### config.mk
export PLATFORM = sky130hd
export DESIGN_NAME = iofe_front_end
export DESIGN_NICKNAME = d
export VERILOG_FILES = /design/src/rtl/iofe_pkg.sv /design/src/rtl/iofe_front_end.sv /design/src/rtl/iofe_board_decode.sv /design/src/rtl/iofe_lane_steer.sv
export VERILOG_INCLUDE_DIRS = /design/src /design/src/rtl
export SDC_FILE = /design/constraint.sdc
export NUM_CORES = 1
export LEC_CHECK = 0
export BUFFER_PORTS_ARGS = -buffer_cell sky130_fd_sc_hd__buf_4
export CAP_MARGIN = 40
export CORE_MARGIN = 3
export CORE_UTILIZATION = 46
export DETAILED_ROUTE_END_ITERATION = 8
export GPL_TIMING_DRIVEN = 1
export HOLD_SLACK_MARGIN = 0.1
export MAX_ROUTING_LAYER = met4
export PLACE_DENSITY = 0.88
export SLEW_MARGIN = 20
export SYNTH_ARGS = -nofsm -noshare
export SYNTH_HDL_FRONTEND = slang
export SYNTH_SLANG_ARGS = --single-unit
### constraint.sdc
create_clock -name ref_clk -period 1.4 [get_ports ref_clk]
set_clock_uncertainty 0.05 [all_clocks]
set_input_delay 0.14 -clock ref_clk [delete_from_list [all_inputs] [get_ports ref_clk]]
set_output_delay 0.14 -clock ref_clk [all_outputs]
set_load 0.1 [all_outputs]
### src/rtl/iofe_defs.svh
`ifndef IOFE_DEFS_SVH
`define IOFE_DEFS_SVH
// =========================================
// address decode fields
`define IOFE_SA_LSB 4
`define IOFE_SLOT_A98 2'h0
`define IOFE_BAD_A1110 2'h3
`define IOFE_BAD_A98 2'h0
// =========================================
// reset values
`define IOFE_STB_RST 1'b1
`define IOFE_OE_RST 1'b0
`define IOFE_IAB_RST 8'h00
`define IOFE_BE_RST 4'hF
`define IOFE_DIR_RST 1'b0
`endif

### src/rtl/iofe_pkg.sv
package iofe_pkg;
  // =========================================
  // extended-mode cycle tracking
  typedef enum logic [1:0] {
    CYC_IDLE,
    CYC_ADDR,
    CYC_CMD
  } iofe_cyc_t;

  // lowest enabled byte gives address bits 1:0
  function automatic logic [1:0] beToLow2(input logic [3:0] beN);
    logic [1:0] r;
    r = 2'h3;
    if (!beN[0]) r = 2'h0;
    else if (!beN[1]) r = 2'h1;
    else if (!beN[2]) r = 2'h2;
    return r;
  endfunction : beToLow2
endpackage : iofe_pkg

### src/rtl/iofe_front_end.sv
//Behaviour
//- during local DMA acknowledge, strobes, direction and buffer enables are released.
//- standard board select is A4-A15 compare qualified by I/O request.
//- standard decode spans A4-A15, region of 16 bytes.
//- extended board select captured on START from match, M-IO, slot enable.
//- extended strobes come from W-R while latched select true during CMD.
//- I/O board decodes A0-A15 only; memory boards also decode upper address.
//- slot transfers ignore A12-A15, need A8/A9 low, decode the rest.
//- without slot enables, full 16-bit decode inside three permitted ranges.
//- internal address holds latched A2-A7 plus byte-enable code in extended, transparent in standard.
//- size responses never use the internal address bus.
//- extended internal address bits 1:0 encode the byte enables.
//- every 8-bit access places data on lanes D0-D7.
//- 16-bit accesses use even lane D0-D7 and odd lane D8-D15.
//- in an 8-bit backplane odd bytes of wide devices take swap path.
//- steering uses device width and strap; strap matters only in standard mode.
//- device width is driven per access, or tied for uniform devices.
//- extended size response is returned by the START clock edge.
`include "iofe_defs.svh"
module iofe_front_end
  import iofe_pkg::*;
(
  input wire logic ref_clk,
  input wire logic sys_rst,
  input wire logic eaMode,
  input wire logic slotDecodeJumper,
  input wire logic wideBackplaneStrapN,
  input wire logic wideDeviceN,
  input wire logic localDmaAckN,
  input wire logic [15:4] boardBase,
  input wire logic [15:0] addr,
  input wire logic [3:0] beN,
  input wire logic iorqN,
  input wire logic rdN,
  input wire logic wrN,
  input wire logic bheN,
  input wire logic startN,
  input wire logic cmdN,
  input wire logic mIo,
  input wire logic wR,
  input wire logic aenN,
  output logic rdEvenN,
  output logic wrEvenN,
  output logic rdOddN,
  output logic wrOddN,
  output logic dataDir,
  output logic low_lane_buffer_oe_n,
  output logic high_lane_buffer_oe_n,
  output logic swap_buffer_oe_n,
  output logic ctlOe,
  output logic board_selected_n,
  output logic address_match_n,
  output logic [7:0] internal_address_bus,
  output logic address_latch_enable,
  output logic ex8N,
  output logic ex16N,
  output logic io16N,
  output logic baseIllegal
);
  // =========================================
  // registers
  iofe_cyc_t cycR, cycNxt;
  logic selLatR, selLatNxt;
  logic [7:0] iabR, iabNxt;
  logic [3:0] beLatR, beLatNxt;
  logic rdEvenNR, wrEvenNR, rdOddNR, wrOddNR;
  logic dataDirR, lowOeNR, highOeNR, swapOeNR, ctlOeR;
  logic bdSelNR, matchNR, aleR, ex8NR, ex16NR, io16NR, badBaseR;

  // =========================================
  // decode
  logic saHit, eaHit, baseLegal;
  iofe_board_decode uDecode (
    .addr(addr),
    .boardBase(boardBase),
    .slotMode(slotDecodeJumper),
    .aenN(aenN),
    .mIo(mIo),
    .saHit(saHit),
    .eaHit(eaHit),
    .baseLegal(baseLegal)
  );

  wire saSel = saHit && !iorqN;
  wire startLow = eaMode && !startN;
  wire anyHit = eaMode ? eaHit : saHit;

  // =========================================
  // extended cycle state
  always_comb begin
    cycNxt = cycR;
    case (cycR)
      CYC_IDLE: begin
        if (startLow) cycNxt = CYC_ADDR;
      end
      CYC_ADDR: begin
        if (!cmdN) cycNxt = CYC_CMD;
      end
      CYC_CMD: begin
        if (cmdN) cycNxt = startLow ? CYC_ADDR : CYC_IDLE;
      end
      default: cycNxt = CYC_IDLE;
    endcase
    if (!eaMode) cycNxt = CYC_IDLE;
  end

  // select and address stay put until the next START, so CMD sees a stable value
  assign selLatNxt = startLow ? eaHit : selLatR;
  assign iabNxt = !eaMode ? addr[7:0]
    : startLow ? {addr[7:2], beToLow2(beN)} : iabR;
  // byte enables pipeline to the next address during CMD, so keep the START copy
  assign beLatNxt = startLow ? beN : beLatR;

  // =========================================
  // commands
  wire eaCmd = eaMode && !cmdN && (cycR != CYC_IDLE) && selLatR;
  wire eaRd = eaCmd && !wR;
  wire eaWr = eaCmd && wR;
  wire eaEven = !beLatR[0] || !beLatR[2];
  wire eaOdd = !beLatR[1] || !beLatR[3];
  wire saRd = !eaMode && saSel && !rdN;
  wire saWr = !eaMode && saSel && !wrN;
  wire saEven = !addr[0];
  wire saOdd = addr[0] || !bheN;
  wire busRd = eaRd || saRd;
  wire busWr = eaWr || saWr;
  wire even = eaMode ? eaEven : saEven;
  wire odd = eaMode ? eaOdd : saOdd;
  wire active = busRd || busWr;

  // =========================================
  // lane steering
  logic lowEn, highEn, swapEn;
  iofe_lane_steer uSteer (
    .eaMode(eaMode),
    .wideDeviceN(wideDeviceN),
    .wideBackplaneStrapN(wideBackplaneStrapN),
    .a0(addr[0]),
    .bheN(bheN),
    .beN(beLatR),
    .lowEn(lowEn),
    .highEn(highEn),
    .swapEn(swapEn)
  );

  // =========================================
  // size replies: from decode, START and device width only, never the latched bus
  wire eaSize = eaMode && eaHit && !startN;
  wire saSize = !eaMode && saSel && !wideDeviceN;

  // =========================================
  // flops
  always_ff @(posedge ref_clk or posedge sys_rst) begin
    if (sys_rst) begin
      cycR <= CYC_IDLE;
      selLatR <= 1'b0;
      iabR <= `IOFE_IAB_RST;
      beLatR <= `IOFE_BE_RST;
    end else begin
      cycR <= cycNxt;
      selLatR <= selLatNxt;
      iabR <= iabNxt;
      beLatR <= beLatNxt;
    end
  end

  always_ff @(posedge ref_clk or posedge sys_rst) begin
    if (sys_rst) begin
      rdEvenNR <= `IOFE_STB_RST;
      wrEvenNR <= `IOFE_STB_RST;
      rdOddNR <= `IOFE_STB_RST;
      wrOddNR <= `IOFE_STB_RST;
    end else begin
      rdEvenNR <= !(busRd && even);
      wrEvenNR <= !(busWr && even);
      rdOddNR <= !(busRd && odd);
      wrOddNR <= !(busWr && odd);
    end
  end

  always_ff @(posedge ref_clk or posedge sys_rst) begin
    if (sys_rst) begin
      dataDirR <= `IOFE_DIR_RST;
      lowOeNR <= `IOFE_STB_RST;
      highOeNR <= `IOFE_STB_RST;
      swapOeNR <= `IOFE_STB_RST;
      ctlOeR <= `IOFE_OE_RST;
    end else begin
      dataDirR <= busRd;
      lowOeNR <= !(active && lowEn);
      highOeNR <= !(active && highEn);
      swapOeNR <= !(active && swapEn);
      ctlOeR <= localDmaAckN;
    end
  end

  always_ff @(posedge ref_clk or posedge sys_rst) begin
    if (sys_rst) begin
      bdSelNR <= 1'b1;
      matchNR <= 1'b1;
      aleR <= 1'b0;
      ex8NR <= 1'b1;
      ex16NR <= 1'b1;
      io16NR <= 1'b1;
      badBaseR <= 1'b0;
    end else begin
      bdSelNR <= !(eaMode ? selLatNxt : saSel);
      matchNR <= !anyHit;
      aleR <= !eaMode || startLow;
      ex8NR <= !(eaSize && wideDeviceN);
      ex16NR <= !(eaSize && !wideDeviceN);
      io16NR <= !saSize;
      badBaseR <= !slotDecodeJumper && !baseLegal;
    end
  end

  // =========================================
  // outputs
  assign rdEvenN = rdEvenNR;
  assign wrEvenN = wrEvenNR;
  assign rdOddN = rdOddNR;
  assign wrOddN = wrOddNR;
  assign dataDir = dataDirR;
  assign low_lane_buffer_oe_n = lowOeNR;
  assign high_lane_buffer_oe_n = highOeNR;
  assign swap_buffer_oe_n = swapOeNR;
  assign ctlOe = ctlOeR;
  assign board_selected_n = bdSelNR;
  assign address_match_n = matchNR;
  assign internal_address_bus = iabR;
  assign address_latch_enable = aleR;
  assign ex8N = ex8NR;
  assign ex16N = ex16NR;
  assign io16N = io16NR;
  assign baseIllegal = badBaseR;
endmodule : iofe_front_end

### src/rtl/iofe_board_decode.sv
`include "iofe_defs.svh"
module iofe_board_decode
  import iofe_pkg::*;
(
  input wire logic [15:0] addr,
  input wire logic [15:4] boardBase,
  input wire logic slotMode,
  input wire logic aenN,
  input wire logic mIo,
  output logic saHit,
  output logic eaHit,
  output logic baseLegal
);
  // =========================================
  // standard: A4-A15 compare, 16 locations
  assign saHit = (addr[15:`IOFE_SA_LSB] == boardBase[15:`IOFE_SA_LSB]);
  // slot space ignores A12-A15, forces A8/A9 low
  wire slotHit = (addr[9:8] == `IOFE_SLOT_A98) && !aenN
    && (addr[11:10] == boardBase[11:10]) && (addr[7:4] == boardBase[7:4]);
  // I/O board: only A0-A15, M-IO low and, in slot mode, the slot enable take part
  assign eaHit = !mIo && (slotMode ? slotHit : saHit);
  // legacy masters: base must sit in a y1-y3, y5-y7 or y9-yB page
  assign baseLegal = (boardBase[9:8] != `IOFE_BAD_A98)
    && (boardBase[11:10] != `IOFE_BAD_A1110);
endmodule : iofe_board_decode

### src/rtl/iofe_lane_steer.sv
module iofe_lane_steer
  import iofe_pkg::*;
(
  input wire logic eaMode,
  input wire logic wideDeviceN,
  input wire logic wideBackplaneStrapN,
  input wire logic a0,
  input wire logic bheN,
  input wire logic [3:0] beN,
  output logic lowEn,
  output logic highEn,
  output logic swapEn
);
  // =========================================
  // lane choice per access
  wire wide = !wideDeviceN;
  wire eaEven = !beN[0] || !beN[2];
  wire eaOdd = !beN[1] || !beN[3];
  wire saBoth = !a0 && !bheN;
  wire eaBoth = eaEven && eaOdd;
  wire both = wide && (eaMode ? eaBoth : saBoth);
  // byte 3 is an odd byte too, so it must land on the high lane
  wire oddOnly = wide && !both && (eaMode ? eaOdd : a0);
  // strap only counts in standard mode
  wire narrowBp = !eaMode && wideBackplaneStrapN;
  assign lowEn = !wide || both || (!oddOnly);
  assign highEn = both || (oddOnly && !narrowBp);
  assign swapEn = oddOnly && narrowBp;
endmodule : iofe_lane_steer

==> Word level (Yosys, flattened, before mapping) <==
Index checks and enable logic that the tools add are counted.
{ "classes": {"n_mux": 19, "n_eq_ne": 10, "reduce_logical": 84} }
{ "ops": {"columns": ["operator", "n"], "rows": [
  ["1-bit logical AND", 36],
  ["1-bit zero test", 33],
  ["8-bit two-way mux", 2],
  ["12-bit == test", 1],
  ["2-bit two-way mux", 6],
  ["1-bit logical OR", 10],
  ["1-bit two-way mux", 10],
  ["3-bit inequality test (second input constant)", 3],
  ["2-bit one-hot mux with 3 select lines", 1],
  ["4-bit == test", 1],
  ["2-bit zero test", 2],
  ["2-bit nonzero test", 2],
  ["3-bit AND reduction", 1],
  ["2-bit by 1-bit == test with 1-bit output (second input constant)", 1],
  ["2-bit == test", 1],
  ["2-bit == test (second input constant)", 1],
  ["2-bit by 1-bit inequality test with 1-bit output (second input constant)", 1],
  ["2-bit inequality test (second input constant)", 1]
]} }
{ "word_totals": {"register_bits": 31, "out_inout_bits": 24} }

==> Depth between registers and ports, before layout <==
{ "logic_depth": {"depth_word": 12, "depth_mapped": 5, "ltp_nobuf": 4} }

==> By module <==
From an unflattened synthesis, not the netlist that was laid out.
{ "hier_totals": {"cells_unflattened": 122, "area_unflattened_um2": 1463.9} }
{ "modules_own_cells": {"columns": ["module", "cells_per_inst", "instances", "area_per_inst_um2"], "rows": [
  ["iofe_front_end", 89, 1, 1212.4],
  ["iofe_board_decode", 25, 1, 181.4],
  ["iofe_lane_steer", 8, 1, 70.1]
]} }

==> Worst setup path before layout <==
No wires, ideal clock.
{ "synth_timing": {"path_type": "reg2reg", "start": "register internal_address_bus[1] (netlist name)", "end": "register iabR[1], in the netlist internal_address_bus[1]", "period_less_slack_ps": 1326, "setup_slack_ps": 74, "path_stages_with_launch": 3, "arrival_ps": 1198, "setup_ps": 77, "n_path_buf": 0, "cell_sequence": "dfrtp_1 > a21oi_1 > a21oi_1"} }
{ "synth_rtl": {"columns": ["element", "line_no", "rtl"], "rows": [
  ["end signal: assignment", "iofe_front_end.sv:157", "iabR <= `IOFE_IAB_RST;"],
  ["end signal: assignment", "iofe_front_end.sv:162", "iabR <= iabNxt;"],
  ["end: declaration", "iofe_front_end.sv:64", "logic [7:0] iabR, iabNxt;"]
]} }

==> Worst setup path in the final report <==
{ "layout_timing": {"start": "input port slotDecodeJumper", "end": "register ex16NR, in the netlist ex16N"} }
{ "layout_between": {"elab_chain_cells": 6} }
{ "layout_lines": {"columns": ["element", "line_no", "rtl"], "rows": [
  ["start: declaration", "iofe_front_end.sv:26", "input wire logic slotDecodeJumper,"],
  ["1-bit two-way mux", "iofe_board_decode.sv:21", "assign eaHit = !mIo && (slotMode ? slotHit : saHit);"],
  ["1-bit logical AND", "iofe_board_decode.sv:21", null],
  ["1-bit logical AND (2 in a row)", "iofe_front_end.sv:148", "wire eaSize = eaMode && eaHit && !startN;"],
  ["1-bit logical AND", "iofe_front_end.sv:211", "ex16NR <= !(eaSize && !wideDeviceN);"],
  ["1-bit zero test", "iofe_front_end.sv:211", null],
  ["end signal: assignment", "iofe_front_end.sv:211", null],
  ["end: declaration", "iofe_front_end.sv:68", "logic bdSelNR, matchNR, aleR, ex8NR, ex16NR, io16NR, badBaseR;"]
]} }
Every way passes these cells.
A chain may end at the register's enable or synchronous reset.

==> results.sh <==
export IMPL_outcome="completed"
export IMPL_grt_pass1_wl_um=8250
export IMPL_nets=285
export IMPL_min_period_over_period_pct=97.1
export IMPL_largest_reg_flops=8
export IMPL_cts_tree="yes"
export IMPL_seq_area_frac_synth_pct=51.2
export IMPL_finalWeightedCongestion=0.802
export IMPL_portBuffers=71
export IMPL_overflow=0
export IMPL_clk_pin_slew_ns=0.10
export IMPL_max_freq_mhz=736
export IMPL_groute_usage_overall_pct=27.1
export IMPL_ios=72
export IMPL_p_leak_nw=1.09
export IMPL_syn_area_um2=1560
export IMPL_clkLatencyLatePin_ns=0.34
export IMPL_antenna_left=0
export IMPL_maxCapViolCount=0
export IMPL_cts_sinks=31
export IMPL_hold_start="addr[0]"
export IMPL_powerDensity_nw_per_um2=892
export IMPL_setup_ws_ns=0.0408
export IMPL_yosysUniqueCellTypes=43
export IMPL_cts_buffer_depth=2
export IMPL_synth_top_area_cell="dfstp_2"
export IMPL_antenna_found_initial=0
export IMPL_async_reset_ff_share_pct=100
export IMPL_dr_pass1_iters=4
export IMPL_rows=20
export IMPL_cp_max_fo=5
export IMPL_tns_ns=0
export IMPL_finalMaxSlewViolations=0
export IMPL_grt_pass1_vias=1752
export IMPL_hold_viol=0
export IMPL_power_w=0.00222
export IMPL_drive_above_1_share_pct=50.0
export IMPL_synth_area_leaders="dfstp_2 27%, dfrtp_1 24%, mux2_2 6.5%, xnor2_1 6.2%, nor4_4 4.1%"
export IMPL_htreeDepth=2
export IMPL_ys_flop_type="dfstp_2"
export IMPL_worstReg2RegStart="cycR[1]"
export IMPL_design_die_area_um2=4110
export IMPL_start_kind="input port"
export IMPL_syn_inst=134
export IMPL_ys_warnings_count=0
export IMPL_synth_fp_nets=182
export IMPL_n_antenna_cell=0
export IMPL_finalSetupViolCount=0
export IMPL_required_ns=1.60
export IMPL_fin_crit_ns=1.36
export IMPL_synth_seq_cells=31
export IMPL_peakVddDrop_mv=0.684
export IMPL_cts_buffers=5
export IMPL_yosysMostFrequentCell="dfstp_2"
export IMPL_drt_first_iter_violations=123
export IMPL_synthTopCellsByCount="16 x dfstp_2, 15 x dfrtp_1, 11 x xnor2_1"
export IMPL_synth_edf_count=0
export IMPL_yosys_area_top_type_share_pct=27.0
export IMPL_grt_max_degree=32
export IMPL_path_class="input port to register"
export IMPL_start_util_pct=49.7
export IMPL_critPathLaunch="slotDecodeJumper"
export IMPL_route_vias_total=1582
export IMPL_vias_per_cell=5.61
export IMPL_pre_cts_ws_ns=-0.0539
export IMPL_worstPathArrival_ns=1.56
export IMPL_drt_total_wl_um=5360
export IMPL_syn_avg_cell_area_um2=11.6
export IMPL_post_cts_buffers=0
export IMPL_chipWidth_um=64.1
export IMPL_dp_hpwl_um=3180
export IMPL_worst_pin_slew_ns=0.433
export IMPL_die_y_um=64.1
export IMPL_maxSlewHeadroom_pct=71.2
export IMPL_clock_root_buffer="clkbuf_4"
export IMPL_drc=0
export IMPL_post_drt_wl_per_cell_um=19.0
export IMPL_cp_end_kind="register"
export IMPL_area_delta_synth_final_pct=60.1
export IMPL_core_area_um2=3130
export IMPL_hold_class="input port to register"
layer usage:
metal	vias to the layer above	track usage (%)	wire length (um)
met4	0	19.5	335
met2	90	44.0	2740
met3	35	5.27	361
li1	691	-	-
met1	766	29.5	1910
met5	-	-	0
where the power goes:
| group | leakage (nW) | switching [W] | internal (W) |
|---|---|---|---|
| logic | 0.704 | 0.000405 | 0.000258 |
| registers | 0.352 | 0.0000317 | 0.000955 |
| clock network | 0.0353 | 0.000326 | 0.000243 |
kinds of logic (layout without fill, tap and decap cells):
group	count (synthesis)	count (layout)	share of synthesized area [%]
compound gates	26	26	10.5
buf+inv	7	111	2.57
simple gates	48	48	21.9
mux	9	9	6.52
flops	31	31	51.2
xor+xnor	13	13	7.32
cell usage in the layout, fill, tap and decap left out, types with 7 or more instances in the layout:
master / netlist / final
buf_4: 1 / 76
dlygate4sd3_1: 0 / 25
dfstp_2: 16 / 16
dfrtp_1: 15 / 15
xnor2_1: 11 / 11
nor2_1: 10 / 10
mux2_2: 9 / 9
nand2_1: 8 / 8
o21ai_0: 7 / 7
critical path, stage by stage:
cell and delay, ns:
dlygate4sd3_1 0.53, buf_4 0.16, nor2_1 0.09, nand3_1 0.09
o21bai_1 0.38, nand3b_1 0.17
per-stage QoR:
| stage | instances | hold WS (ns) | util (%) | area (um2) |
|---|---|---|---|---|
| 2_1_floorplan | 134 | 0.121 | - | 1560 |
| 3_3_place_gp | 249 | 0.184 | 68.7 | 2150 |
| 3_5_place_dp | 249 | 0.196 | 68.7 | 2150 |
| 4_1_cts | 282 | 0.110 | 78.6 | 2460 |
| 5_1_grt | 282 | 0.173 | 79.6 | 2490 |
| 6_report | 282 | 0.164 | 79.6 | 2490 |
area by class of cell:
cell class | count | area [um2]
Fill cell | 186 | 638
Tap cell | 44 | 55.1
Clock buffer | 7 | 55.1
Clock inverter | 1 | 5.00
Timing Repair Buffer | 101 | 821
Inverter | 2 | 7.51
Sequential cell | 31 | 796
Multi-Input combinational cell | 96 | 751
repair_timing:
item	in CTS	in global routing
hold buffers	25	0
setup endpoints to repair	0	7
resized for setup	0	6
hold endpoints to repair	42	0
worst paths after layout:
kind                                            to  slack [ns]  depth (start not counted)
max                                          ex16N        0.04                          6
min                          high_lane_buffer_oe_n        0.16                          4
max reg2reg                                dataDir        0.11                          5
min reg2reg                              beLatR[1]        0.47                          2
max in group asynchronous                   wrOddN        0.60                          4
min in group asynchronous  internal_address_bus[1]        0.37                          4
(Power assumes the default switching activity.)
